[config.mk]
export PLATFORM = sky130hd
export DESIGN_NAME = mcu_irq_ctrl
export DESIGN_NICKNAME = d
export VERILOG_FILES = /design/src/rtl/mcu_irq_pkg.sv /design/src/rtl/tick_gen.sv /design/src/rtl/mcu_irq_ctrl.sv
export SDC_FILE = /design/constraint.sdc
export NUM_CORES = 1
export LEC_CHECK = 0
export BUFFER_PORTS_ARGS = -buffer_cell sky130_fd_sc_hd__buf_4
export CORE_MARGIN = 5
export CORE_UTILIZATION = 51
export DETAILED_ROUTE_END_ITERATION = 10
export MAX_ROUTING_LAYER = met4
export PLACE_DENSITY = 0.74
export SLEW_MARGIN = 15
export SYNTH_ARGS = -nofsm -noshare
export SYNTH_HDL_FRONTEND = slang
export SYNTH_SLANG_ARGS = --single-unit
[constraint.sdc]
create_clock -name clk_i -period 2.71 [get_ports clk_i]
set_input_delay 0.542 -clock clk_i [delete_from_list [all_inputs] [get_ports clk_i]]
set_output_delay 0.542 -clock clk_i [all_outputs]
set_load 0.01 [all_outputs]
[src/rtl/mcu_irq_pkg.sv]
// constants for the interrupt request and wake-up block
// assumes a 32-bit classic wishbone slave port and one system clock
package mcu_irq_pkg;

   // -------------------------------------------------------------------
   // register map, byte addresses
   // -------------------------------------------------------------------
   localparam int ADDR_W = 8;
   localparam int DATA_W = 32;
   localparam int REG_W = 8;
   localparam logic [ADDR_W-1:0] OFS_TB0_CTRL = 8'h00;
   localparam logic [ADDR_W-1:0] OFS_TB1_CTRL = 8'h04;
   localparam logic [ADDR_W-1:0] OFS_CLK_SRC = 8'h08;
   localparam logic [ADDR_W-1:0] OFS_GLOBAL = 8'h0C;
   localparam logic [ADDR_W-1:0] OFS_REQ_EN = 8'h10;
   localparam logic [ADDR_W-1:0] OFS_REQ_FLAG = 8'h14;
   localparam logic [ADDR_W-1:0] OFS_SRC_EN = 8'h18;
   localparam logic [ADDR_W-1:0] OFS_SRC_FLAG = 8'h1C;
   localparam logic [ADDR_W-1:0] OFS_STACK = 8'h20;

   // -------------------------------------------------------------------
   // time base control fields
   // -------------------------------------------------------------------
   localparam int TB_RUN_BIT = 7;
   localparam int TB_SEL_W = 3;
   localparam int TB_MIN_EXP = 8;
   localparam int TB_CNT_W = 15;
   localparam int CLK_SRC_W = 2;
   localparam int CLK_SRC1_LSB = 2;
   localparam logic [CLK_SRC_W-1:0] CLK_FROM_SYS = 2'h0;
   localparam logic [CLK_SRC_W-1:0] CLK_FROM_SYS_DIV4 = 2'h1;
   localparam int CLK_SUB_BIT = 1;
   localparam int DIV4_W = 2;
   localparam logic [DIV4_W-1:0] DIV4_LAST = 2'h3;
   localparam logic [REG_W-1:0] TB_CTRL_RESET = 8'h00;
   localparam logic [CLK_SRC_W-1:0] CLK_SRC_RESET = 2'h0;

   // -------------------------------------------------------------------
   // requests, in vector order: lowest index is served first
   // -------------------------------------------------------------------
   localparam int NUM_REQ = 8;
   localparam int REQ_IDX_W = 3;
   localparam int REQ_SIF = 0;
   localparam int REQ_UART0 = 1;
   localparam int REQ_UART1 = 2;
   localparam int REQ_TB0 = 3;
   localparam int REQ_TB1 = 4;
   localparam int REQ_GRP0 = 5;
   localparam int REQ_GRP1 = 6;
   localparam int REQ_GRP2 = 7;
   localparam int GLOBAL_EN_BIT = 0;

   // -------------------------------------------------------------------
   // grouped sources and their group membership
   // -------------------------------------------------------------------
   localparam int NUM_SRC = 6;
   localparam int SRC_TM0_A = 0;
   localparam int SRC_TM0_P = 1;
   localparam int SRC_TM1_A = 2;
   localparam int SRC_TM1_P = 3;
   localparam int SRC_LOW_SUPPLY = 4;
   localparam int SRC_NVM_DONE = 5;
   localparam logic [NUM_SRC-1:0] GRP0_MEMBERS = 6'h03;
   localparam logic [NUM_SRC-1:0] GRP1_MEMBERS = 6'h0C;
   localparam logic [NUM_SRC-1:0] GRP2_MEMBERS = 6'h30;
   localparam int NUM_TM = 2;
   localparam int SIF_EV_W = 3;
   localparam int UART_EV_W = 6;

   // -------------------------------------------------------------------
   // hardware stack
   // -------------------------------------------------------------------
   localparam int PC_W = 13;
   localparam int STACK_DEPTH = 8;
   localparam int STACK_IDX_W = 3;
   localparam int STACK_LVL_W = 4;
   localparam logic [STACK_LVL_W-1:0] STACK_FULL_LVL = 4'h8;
   localparam int STACK_FULL_BIT = 4;

endpackage

[src/rtl/tick_gen.sv]
// one time base: prescaler clock selection and period counter
// assumes sub_tick_i is a one-cycle enable at the low-speed rate
`timescale 1ns/1ps
module tick_gen
   import mcu_irq_pkg::*;
(
   // clock and reset
   input wire logic clk_i,
   input wire logic rst_i,
   // control
   input wire logic run_i,
   input wire logic [TB_SEL_W-1:0] period_sel_i,
   input wire logic [CLK_SRC_W-1:0] clk_source_i,
   input wire logic sub_tick_i,
   // time-out
   output logic timeout_o
);

   logic [DIV4_W-1:0] div4;
   logic [TB_CNT_W-1:0] cnt;
   logic [TB_CNT_W-1:0] mask;
   logic psc_tick;

   // -------------------------------------------------------------------
   // prescaler clock
   // -------------------------------------------------------------------
   always_ff @(posedge clk_i) begin
      if (rst_i) begin
         div4 <= '0;
      end else begin
         div4 <= div4 + 1'b1;
      end
   end

   always_comb begin
      if (clk_source_i[CLK_SUB_BIT]) begin
         psc_tick = sub_tick_i;
      end else if (clk_source_i == CLK_FROM_SYS_DIV4) begin
         psc_tick = (div4 == DIV4_LAST);
      end else begin
         psc_tick = 1'b1;
      end
   end

   // -------------------------------------------------------------------
   // period counter
   // -------------------------------------------------------------------
   // mask of the low bits that must all be ones at the end of a period
   always_comb begin
      mask = TB_CNT_W'((1 << (int'(period_sel_i) + TB_MIN_EXP)) - 1);
   end

   always_ff @(posedge clk_i) begin
      if (rst_i || !run_i) begin
         cnt <= '0;
      end else if (psc_tick) begin
         cnt <= cnt + 1'b1;
      end
   end

   always_ff @(posedge clk_i) begin
      if (rst_i) begin
         timeout_o <= 1'b0;
      end else begin
         timeout_o <= run_i && psc_tick && ((cnt & mask) == mask);
      end
   end

endmodule

[src/rtl/mcu_irq_ctrl.sv]
// interrupt request, enable, service and wake-up logic with time bases
// assumes the core pulses ack/call/ret one cycle each, never together
//
// The register offsets and the Wishbone interface to the registers are this design's own decisions.
`timescale 1ns/1ps
module mcu_irq_ctrl
   import mcu_irq_pkg::*;
(
   // clock and reset
   input wire logic clk_i,
   input wire logic rst_i,
   // wishbone slave
   input wire logic cyc_i,
   input wire logic stb_i,
   input wire logic we_i,
   input wire logic [ADDR_W-1:0] adr_i,
   input wire logic [3:0] sel_i,
   input wire logic [DATA_W-1:0] dat_i,
   output logic [DATA_W-1:0] dat_o,
   output logic ack_o,
   // request sources
   input wire logic sub_tick_i,
   input wire logic [NUM_TM-1:0] tm_match_a_i,
   input wire logic [NUM_TM-1:0] tm_match_p_i,
   input wire logic low_supply_i,
   input wire logic nvm_done_i,
   input wire logic [SIF_EV_W-1:0] serial_if_event_i,
   input wire logic [UART_EV_W-1:0] uart0_event_i,
   input wire logic [UART_EV_W-1:0] uart1_event_i,
   // processor core
   input wire logic irq_ack_i,
   input wire logic call_i,
   input wire logic ret_i,
   input wire logic return_from_isr_i,
   input wire logic [PC_W-1:0] pc_i,
   output logic irq_req_o,
   output logic [REQ_IDX_W-1:0] irq_vector_o,
   output logic [PC_W-1:0] return_pc_o,
   output logic stack_full_o,
   output logic wake_o
);

   logic tick0_run;
   logic tick1_run;
   logic [TB_SEL_W-1:0] tick0_period_sel;
   logic [TB_SEL_W-1:0] tick1_period_sel;
   logic [CLK_SRC_W-1:0] tick0_clk_source;
   logic [CLK_SRC_W-1:0] tick1_clk_source;
   logic tick0_timeout;
   logic tick1_timeout;
   logic global_irq_enable;
   logic [NUM_REQ-1:0] req_en;
   logic [NUM_REQ-1:0] req_flag;
   logic [NUM_REQ-1:0] req_flag_d;
   logic [NUM_SRC-1:0] src_en;
   logic [NUM_SRC-1:0] src_flag;
   logic [NUM_SRC-1:0] src_flag_d;
   logic [NUM_REQ-1:0] req_set;
   logic [NUM_REQ-1:0] req_clr;
   logic [NUM_SRC-1:0] src_set;
   logic [NUM_SRC-1:0] src_hit;
   logic [NUM_REQ-1:0] pending;
   logic [REQ_IDX_W-1:0] next_vector;
   logic take;
   logic bus_req;
   logic wr;
   logic [REG_W-1:0] wdata;
   logic [REG_W-1:0] rdata;
   logic [PC_W-1:0] stack_mem [STACK_DEPTH];
   logic [STACK_LVL_W-1:0] stack_lvl;
   logic stack_full;
   logic pop;

   // -------------------------------------------------------------------
   // bus decode
   // -------------------------------------------------------------------
   assign bus_req = cyc_i && stb_i && !ack_o;
   // only byte lane 0 carries register data
   assign wr = bus_req && we_i && sel_i[0];
   assign wdata = dat_i[REG_W-1:0];

   always_ff @(posedge clk_i) begin
      if (rst_i) begin
         ack_o <= 1'b0;
      end else begin
         ack_o <= bus_req;
      end
   end

   // -------------------------------------------------------------------
   // time base control and prescaler source
   // -------------------------------------------------------------------
   always_ff @(posedge clk_i) begin
      if (rst_i) begin
         {tick0_run, tick0_period_sel} <= '0;
         {tick1_run, tick1_period_sel} <= '0;
      end else if (wr && adr_i == OFS_TB0_CTRL) begin
         tick0_run <= wdata[TB_RUN_BIT];
         tick0_period_sel <= wdata[TB_SEL_W-1:0];
      end else if (wr && adr_i == OFS_TB1_CTRL) begin
         tick1_run <= wdata[TB_RUN_BIT];
         tick1_period_sel <= wdata[TB_SEL_W-1:0];
      end
   end

   always_ff @(posedge clk_i) begin
      if (rst_i) begin
         tick0_clk_source <= CLK_SRC_RESET;
         tick1_clk_source <= CLK_SRC_RESET;
      end else if (wr && adr_i == OFS_CLK_SRC) begin
         tick0_clk_source <= wdata[CLK_SRC_W-1:0];
         tick1_clk_source <= wdata[CLK_SRC1_LSB +: CLK_SRC_W];
      end
   end

   tick_gen u_tick0 (
      .clk_i(clk_i),
      .rst_i(rst_i),
      .run_i(tick0_run),
      .period_sel_i(tick0_period_sel),
      .clk_source_i(tick0_clk_source),
      .sub_tick_i(sub_tick_i),
      .timeout_o(tick0_timeout)
   );

   tick_gen u_tick1 (
      .clk_i(clk_i),
      .rst_i(rst_i),
      .run_i(tick1_run),
      .period_sel_i(tick1_period_sel),
      .clk_source_i(tick1_clk_source),
      .sub_tick_i(sub_tick_i),
      .timeout_o(tick1_timeout)
   );

   // -------------------------------------------------------------------
   // enables
   // -------------------------------------------------------------------
   always_ff @(posedge clk_i) begin
      if (rst_i) begin
         req_en <= '0;
         src_en <= '0;
      end else if (wr && adr_i == OFS_REQ_EN) begin
         req_en <= wdata;
      end else if (wr && adr_i == OFS_SRC_EN) begin
         src_en <= wdata[NUM_SRC-1:0];
      end
   end

   // -------------------------------------------------------------------
   // grouped source flags
   // -------------------------------------------------------------------
   always_comb begin
      src_set = '0;
      src_set[SRC_TM0_A] = tm_match_a_i[0];
      src_set[SRC_TM0_P] = tm_match_p_i[0];
      src_set[SRC_TM1_A] = tm_match_a_i[1];
      src_set[SRC_TM1_P] = tm_match_p_i[1];
      src_set[SRC_LOW_SUPPLY] = low_supply_i;
      src_set[SRC_NVM_DONE] = nvm_done_i;
   end

   // a source reaches its group only through its own enable
   assign src_hit = src_set & src_en;

   // service never touches these; only software writes clear them
   always_ff @(posedge clk_i) begin
      if (rst_i) begin
         src_flag <= '0;
      end else if (wr && adr_i == OFS_SRC_FLAG) begin
         src_flag <= wdata[NUM_SRC-1:0] | src_set;
      end else begin
         src_flag <= src_flag | src_set;
      end
   end

   // -------------------------------------------------------------------
   // request flags
   // -------------------------------------------------------------------
   always_comb begin
      req_set = '0;
      req_set[REQ_SIF] = |serial_if_event_i;
      req_set[REQ_UART0] = |uart0_event_i;
      req_set[REQ_UART1] = |uart1_event_i;
      req_set[REQ_TB0] = tick0_timeout;
      req_set[REQ_TB1] = tick1_timeout;
      req_set[REQ_GRP0] = |(src_hit & GRP0_MEMBERS);
      req_set[REQ_GRP1] = |(src_hit & GRP1_MEMBERS);
      req_set[REQ_GRP2] = |(src_hit & GRP2_MEMBERS);
   end

   // servicing clears only the flag of the vector taken
   always_comb begin
      req_clr = '0;
      if (take) begin
         req_clr[irq_vector_o] = 1'b1;
      end
   end

   // a new event beats a clear in the same cycle
   always_ff @(posedge clk_i) begin
      if (rst_i) begin
         req_flag <= '0;
      end else if (wr && adr_i == OFS_REQ_FLAG) begin
         req_flag <= wdata | req_set;
      end else begin
         req_flag <= (req_flag & ~req_clr) | req_set;
      end
   end

   // -------------------------------------------------------------------
   // global enable
   // -------------------------------------------------------------------
   always_ff @(posedge clk_i) begin
      if (rst_i) begin
         global_irq_enable <= 1'b0;
      end else if (take) begin
         global_irq_enable <= 1'b0;
      end else if (return_from_isr_i) begin
         global_irq_enable <= 1'b1;
      end else if (wr && adr_i == OFS_GLOBAL) begin
         global_irq_enable <= wdata[GLOBAL_EN_BIT];
      end
   end

   // -------------------------------------------------------------------
   // arbitration and vector request
   // -------------------------------------------------------------------
   assign pending = req_flag & req_en;
   assign take = irq_ack_i && irq_req_o;

   always_comb begin
      next_vector = '0;
      for (int i = NUM_REQ - 1; i >= 0; i--) begin
         if (pending[i]) begin
            next_vector = REQ_IDX_W'(i);
         end
      end
   end

   // the request drops at once on take so one ack cannot serve twice
   always_ff @(posedge clk_i) begin
      if (rst_i) begin
         irq_req_o <= 1'b0;
         irq_vector_o <= '0;
      end else begin
         irq_req_o <= global_irq_enable && (|pending) && !stack_full
            && !take && !call_i;
         irq_vector_o <= next_vector;
      end
   end

   // -------------------------------------------------------------------
   // hardware stack
   // -------------------------------------------------------------------
   assign stack_full = (stack_lvl == STACK_FULL_LVL);
   assign pop = (ret_i || return_from_isr_i) && stack_lvl != '0;

   // only the program counter is saved; the core keeps the rest
   always_ff @(posedge clk_i) begin
      if (rst_i) begin
         stack_lvl <= '0;
      end else if ((take || call_i) && !stack_full) begin
         stack_mem[stack_lvl[STACK_IDX_W-1:0]] <= pc_i;
         stack_lvl <= stack_lvl + 1'b1;
      end else if (pop) begin
         stack_lvl <= stack_lvl - 1'b1;
      end
   end

   // a call with a full stack is dropped, the return then goes astray
   always_ff @(posedge clk_i) begin
      if (rst_i) begin
         return_pc_o <= '0;
         stack_full_o <= 1'b0;
      end else begin
         if (pop) begin
            return_pc_o <= stack_mem[STACK_IDX_W'(stack_lvl - 1'b1)];
         end
         stack_full_o <= stack_full;
      end
   end

   // -------------------------------------------------------------------
   // wake-up on any rising flag; only src_en plays a part, by gating the group request flags
   // -------------------------------------------------------------------
   always_ff @(posedge clk_i) begin
      if (rst_i) begin
         req_flag_d <= '0;
         src_flag_d <= '0;
         wake_o <= 1'b0;
      end else begin
         req_flag_d <= req_flag;
         src_flag_d <= src_flag;
         wake_o <= |(req_flag & ~req_flag_d)
            || |(src_flag & ~src_flag_d);
      end
   end

   // -------------------------------------------------------------------
   // read back
   // -------------------------------------------------------------------
   always_comb begin
      case (adr_i)
         OFS_TB0_CTRL: rdata = {tick0_run, 4'h0, tick0_period_sel};
         OFS_TB1_CTRL: rdata = {tick1_run, 4'h0, tick1_period_sel};
         OFS_CLK_SRC: rdata = {4'h0, tick1_clk_source, tick0_clk_source};
         OFS_GLOBAL: rdata = {7'h00, global_irq_enable};
         OFS_REQ_EN: rdata = req_en;
         OFS_REQ_FLAG: rdata = req_flag;
         OFS_SRC_EN: rdata = {2'h0, src_en};
         OFS_SRC_FLAG: rdata = {2'h0, src_flag};
         OFS_STACK: rdata = {3'h0, stack_full, stack_lvl};
         default: rdata = 8'h00;
      endcase
   end

   always_ff @(posedge clk_i) begin
      if (rst_i) begin
         dat_o <= '0;
      end else if (bus_req && !we_i) begin
         dat_o <= {24'h000000, rdata};
      end else begin
         dat_o <= '0;
      end
   end

endmodule

# --- Yosys cells after proc, flatten, opt, wreduce, memory -nomap -nowiden ---
# Memory sizes are Yosys's and may differ from the RTL's. A register that Yosys moved wholly into a read port is not among the register bits.
# Index checks and enable logic that the tools add are counted.
# Widths: inputs -> output; s select.
totals:
  out_inout_bits: 52
  ram_bits: 104
  inputBits: 88
  n_memories: 1
  regBits: 134
  elab_cells: 157
memory_table:
  columns: ["name", "depth", "word_bits", "rd", "rd_ports_with_merged_regs", "write_ports", "line_no", "rtl"]
  rows:
  - ["stack_mem", 8, 13, 1, 1, 1, "mcu_irq_ctrl.sv:69", "logic [PC_W-1:0] stack_mem [STACK_DEPTH];"]
op_classes:
  bitwise_logic: 17
  reduce_logical: 57
  eq_ne: 15
  addsub: 10
  n_shift: 2
  magnitude_cmp: 2
  n_mux: 24
ops:
  columns: ["op", "count"]
  rows:
  - ["$pmux 8 s9", 1]
  - ["$shl 1x32->15 const A", 2]
  - ["$eq 8x5->1 const B", 4]
  - ["$add 15x1->15 const B", 2]
  - ["$and 15x15->15", 2]
  - ["$eq 15x15->1", 2]
  - ["$sub 15x2->15 const B", 2]
  - ["$logic_and 1x1->1", 25]
  - ["$and 8x8->8", 3]
  - ["$reduce_or 6->1", 3]
  - ["$eq 8x4->1 const B", 2]
  - ["$mux 8", 2]
  - ["$not 8->8", 2]
  - ["$or 8x8->8", 2]
  - ["$reduce_or 8->1", 2]
  - ["$and 6x6->6", 2]
  - ["$mux 3", 4]
  - ["$or 6x6->6", 2]
  - ["$reduce_or 2->1", 6]
  - ["$mux 1", 11]
  - ["$add 3x4->5 const B", 2]
  - ["$eq 8x3->1 const B", 1]
  - ["$eq 8x6->1 const B", 1]
  - ["$logic_not 8->1", 1]
  - ["21 further kinds", 41]

# --- Longest topological paths before layout ---
logic_depth:
  depth_word: 9
  depth_mapped: 9
  ltp_nobuf: 8

# --- Modules after synthesis ---
# Synthesis repeated with hierarchy kept, for this count alone.
unflattened:
  hier_cells: 835
  area_unflattened_um2: 9846.9
by_module_without_submodules:
  columns: ["module", "cells_per_inst", "seq_area_each_um2", "instances", "area_each_um2"]
  rows:
  - ["mcu_irq_ctrl", 605, 4864.7, 1, 7872.6]
  - ["tick_gen", 115, 360.3, 2, 987.2]

# --- Worst setup path after synthesis ---
# Ideal clock, no wire load.
synth_timing:
  kind: "register to register"
  startpoint: "register stack_lvl[0]"
  endpoint: "memory stack_mem[1][0] (enable)"
  stages_incl_launch_ff: 9
  path_slack_ns: -0.221
  period_less_slack_ns: 2.931
  t_arrival_ns: 2.531
  path_buffers: 1
  setup_ns: 0.400
  t_required_ns: 2.310
  cell_sequence: "dfxtp_1 buf_2 inv_1 ha_1 nand3b_1 o21ai_0 nor2_1 nand2_1 nor3_1"
synth_between:
  elab_chain_len: 6
synth_rtl:
  columns: ["element", "line_no", "rtl"]
  rows:
  - ["from (decl)", "mcu_irq_ctrl.sv:70", "logic [STACK_LVL_W-1:0] stack_lvl;"]
  - ["from (signal assigned)", "mcu_irq_ctrl.sv:265", "stack_lvl <= stack_lvl + 1'b1;"]
  - ["from (signal assigned)", "mcu_irq_ctrl.sv:267", "stack_lvl <= stack_lvl - 1'b1;"]
  - ["$eq 4x4->1", "mcu_irq_ctrl.sv:256", "assign stack_full = (stack_lvl == STACK_FULL_LVL);"]
  - ["$logic_not 1->1", "mcu_irq_ctrl.sv:263", "end else if ((take || call_i) && !stack_full) begin"]
  - ["$logic_and 1x1->1", "mcu_irq_ctrl.sv:263", null]
  - ["$mux 1", "mcu_irq_ctrl.sv:263", null]
  - ["$mux 1", "mcu_irq_ctrl.sv:261", "if (rst_i) begin"]
  - ["$mux 1 (implied by the code)", "mcu_irq_ctrl.sv:264", "stack_mem[stack_lvl[STACK_IDX_W-1:0]] <= pc_i;"]
  - ["to (decl)", "mcu_irq_ctrl.sv:69", null]
# Several ways; a longest one is shown, not always the timed one.

# --- Worst setup path in the final report ---
layout_timing:
  startpoint: "register stack_lvl[2]"
  endpoint: "memory stack_mem[2][2] (enable)"
# The elaborated chain is that of the path after synthesis.

==> results.ini <==
[place]
dp_cells=1160
finalWeightedCongestion=0.8989
count_of_port_buffers_added_during_placement=88
pre_cts_ws_ns=0.4815
hpwl_dp_mm=15.27

[clock_network]
count_of_cells_resized_by_post_cts_repair=0
clock_tree.root_cell=clkbuf_16
tritoncts=done
cts_htree_levels=1
postCtsHoldBufs=0
cts_setup_buffers=0
clk_path_buf_depth=3
cts_sinks=227
number_of_buffers_created_by_cts=24
clk-insertion-delay-late_ns=0.52
clkSlewWorstSetupHoldPaths_ns=0.06

[synthesis]
netlist_instances=852
netlist-cell-type-count=64
number_of_enable_flip_flop_cells_after_synthesis=104
synth.largest_area_cell=edfxtp_1
ys_warn_count=0
seq_area_frac_synth_pct=58.19
postSynth.asyncResetShare_pct=0
synthTopCellsByCount=dfxtp_1 (123), edfxtp_1 (104), nor2_1 (97)
ys.flop_type=dfxtp_1
synthesis.area_um2=9598
syn_avg_cell_area_um2=11.27
synthMostInstantiatedCell=dfxtp_1
synth.ff_latch_count=227
synth_top_area_share_pct=32.54
dominant_cells_by_area_after_synthesis=edfxtp_1 (33%), dfxtp_1 (26%), mux4_2 (6.6%), nor2_1 (3.8%), nand2_1 (3.6%)

[timing]
final.setup.worst_slack_ns=0.6571
transition_time_at_the_pin_with_the_least_slew_margin_ns=0.7490
worst_slew_margin_relative_to_its_limit_pct=49.36
layout_min_cycle_time_ns=2.053
timing.fmax_mhz=487.1
rsz0062_at_grt=no
report.final.setup_viol=0
slew_viol_final=0
fin_worst_hold_slack_ns=0.2544
total_negative_slack_ns=0
worst_setup_skew_after_layout_ns=0.01303
timing.final.crit_share_pct=75.75
hold_viol=0

[die]
die_y_um=147.2
fp.dieW_um=147.2
row_count=50
io-pin-count=140
initial_util_pct=51.48
core_region_area_um2=18640
die-area_um2=21660

[setup_path]
cp_slowest_stage_delay_ns=0.65
cp_cell_sequence=nand3b_1, o21ai_0, nor2_1, nand2_1, nor2_1, buf_4
arrival_ns=2.25
startpoint_type=flip-flop
critical_path.top_delay_family=simple AND/OR/NAND/NOR gates
cpMostUsedCell=nor2_1
path_class=flip-flop to flip-flop
critPathRequiredTime_ns=2.91
path_buf_inv=1
endpoint_kind=flip-flop
path_max_fanout=13
cell_with_the_biggest_individual_delay_on_the_critical_path=dfxtp_1

[power]
vdd_drop_max_v=0.0006814
cellPowerDensity_nw_per_um2=810.5
finalPower_mw=9.149
p_leak_nw=3.961

[drt]
route.antenna.remaining_nets=0
route.detailed.wl_per_inst_um=18.67
drt_drc_violations_left=0
detailed_route_wire_length_mm=22.48
via_per_inst=5.728
via_count=6896
drt_iter0_markers=457
firstDrtPassIters=5

[grt]
grt_use_met1_pct=26.71
grt_use_total_pct=21.04
groute.layer.met2.usage_pct=33.85
grtUsageMet3_pct=3.917
globalRouteOverflowTotal=0
antenna_violations_before_repair=0
grt_first_pass_wirelength_mm=35.57
first_global_vias=6822
grt_busiest_layer=met2
grt_max_degree=62

[outcome]
run_status=finished clean

[layout]
filler_cell_count=1512
antenna_cells=0
area_growth_from_synthesis_to_layout_pct=17.61
design.final.nets=1047
drive_gt1_share_pct=20.31
layout.cells.non_filler=1204

[min_path]
hold_path.class=input port to flip-flop

[run]
max_cap_viol_count=0

## power by group
group	leakage [nW]	switching (mW)	internal (mW)
registers	1.94	0.134	3.81
logic	1.63	1.09	0.888
clock network	0.386	1.31	1.92
total	3.96	2.53	6.62
## path summary, 6_finish.rpt
path | cells after the start | startpoint | slack, ns | endpoint
min | 1 | pc_i[8] | 0.25 | stack_mem[7][8]$_DFFE_PP_
min reg2reg | 1 | u_tick0.div4[0]$_SDFF_PP0_ | 0.43 | u_tick0.div4[0]$_SDFF_PP0_
max reg2reg | 6 | stack_lvl[2]$_SDFFE_PP0P_ | 0.66 | stack_mem[2][2]$_DFFE_PP_
max | 6 | stack_lvl[2]$_SDFFE_PP0P_ | 0.66 | stack_mem[2][2]$_DFFE_PP_
## cell families after synthesis
logic type	after synthesis	share of synthesized area [%]
and+or+nand+nor	328	16.52
AOI/OAI and AO/OA	129	8.734
DFF	227	58.19
muxes	46	8.499
xor gates and xnor gates	29	2.646
buffers and inverters	85	4.458
adders and majority gates	7	0.9125
other	1	0.03907
## sequential cells by signal (all words and copies together), names as in the netlist, 8 cells and up
signal       flops
stack_mem      104
u_tick1.cnt     15
req_flag_d       8
dat_o            8
req_en           8
req_flag         8
u_tick0.cnt     15
return_pc_o     13
## area by class of cell
class / instances / area (um2) / share of cell area, %
Inverter: 21 / 78.83 / 0.6983
Clock buffer: 34 / 668.1 / 5.919
Timing Repair Buffer: 115 / 863.3 / 7.648
Multi-Input combinational cell: 563 / 3681 / 32.61
Clock inverter: 10 / 117.6 / 1.042
Sequential cell: 227 / 5587 / 49.49
Tap cell: 234 / 292.8 / 2.594
## placed cells by master, fill, tap and decap left out, types with 3 or more instances in the layout
cell,instances
nor3_1,37
dfxtp_1,122
a211oi_1,3
nand2b_1,5
a31oi_1,8
nand3_1,24
nor3b_1,4
nand4_1,8
clkinv_2,4
conb_1,24
a221oi_1,5
nand3b_1,3
mux4_2,28
a21oi_1,30
clkbuf_16,24
nand2_1,93
nor2_1,97
nor2b_1,19
xnor2_1,9
nor2_2,4
ha_1,7
or3_1,4
inv_1,21
o22ai_1,5
o21ai_0,33
clkbuf_8,3
clkbuf_1,7
a22o_1,3
and3_1,5
edfxtp_1,104
a22oi_1,10
mux2_2,4
a311oi_1,13
xor2_1,20
mux2i_1,14
buf_4,115
and4_1,4
## layer usage
metal / up-vias / wire, um
met5: - / 0
met1: 3289 / 9169
li1: 3250 / -
met4: 0 / 837
met2: 279 / 10760
met3: 78 / 1706
## through the flow
stage,area [um2],utilization [%]
global route,11290,60.55
CTS,11290,60.55
finish,11290,60.55
detailed placement,10500,56.34
floorplan,9694,-
global placement,10500,56.34
No activity file was read; power rests on OpenSTA's default activity.
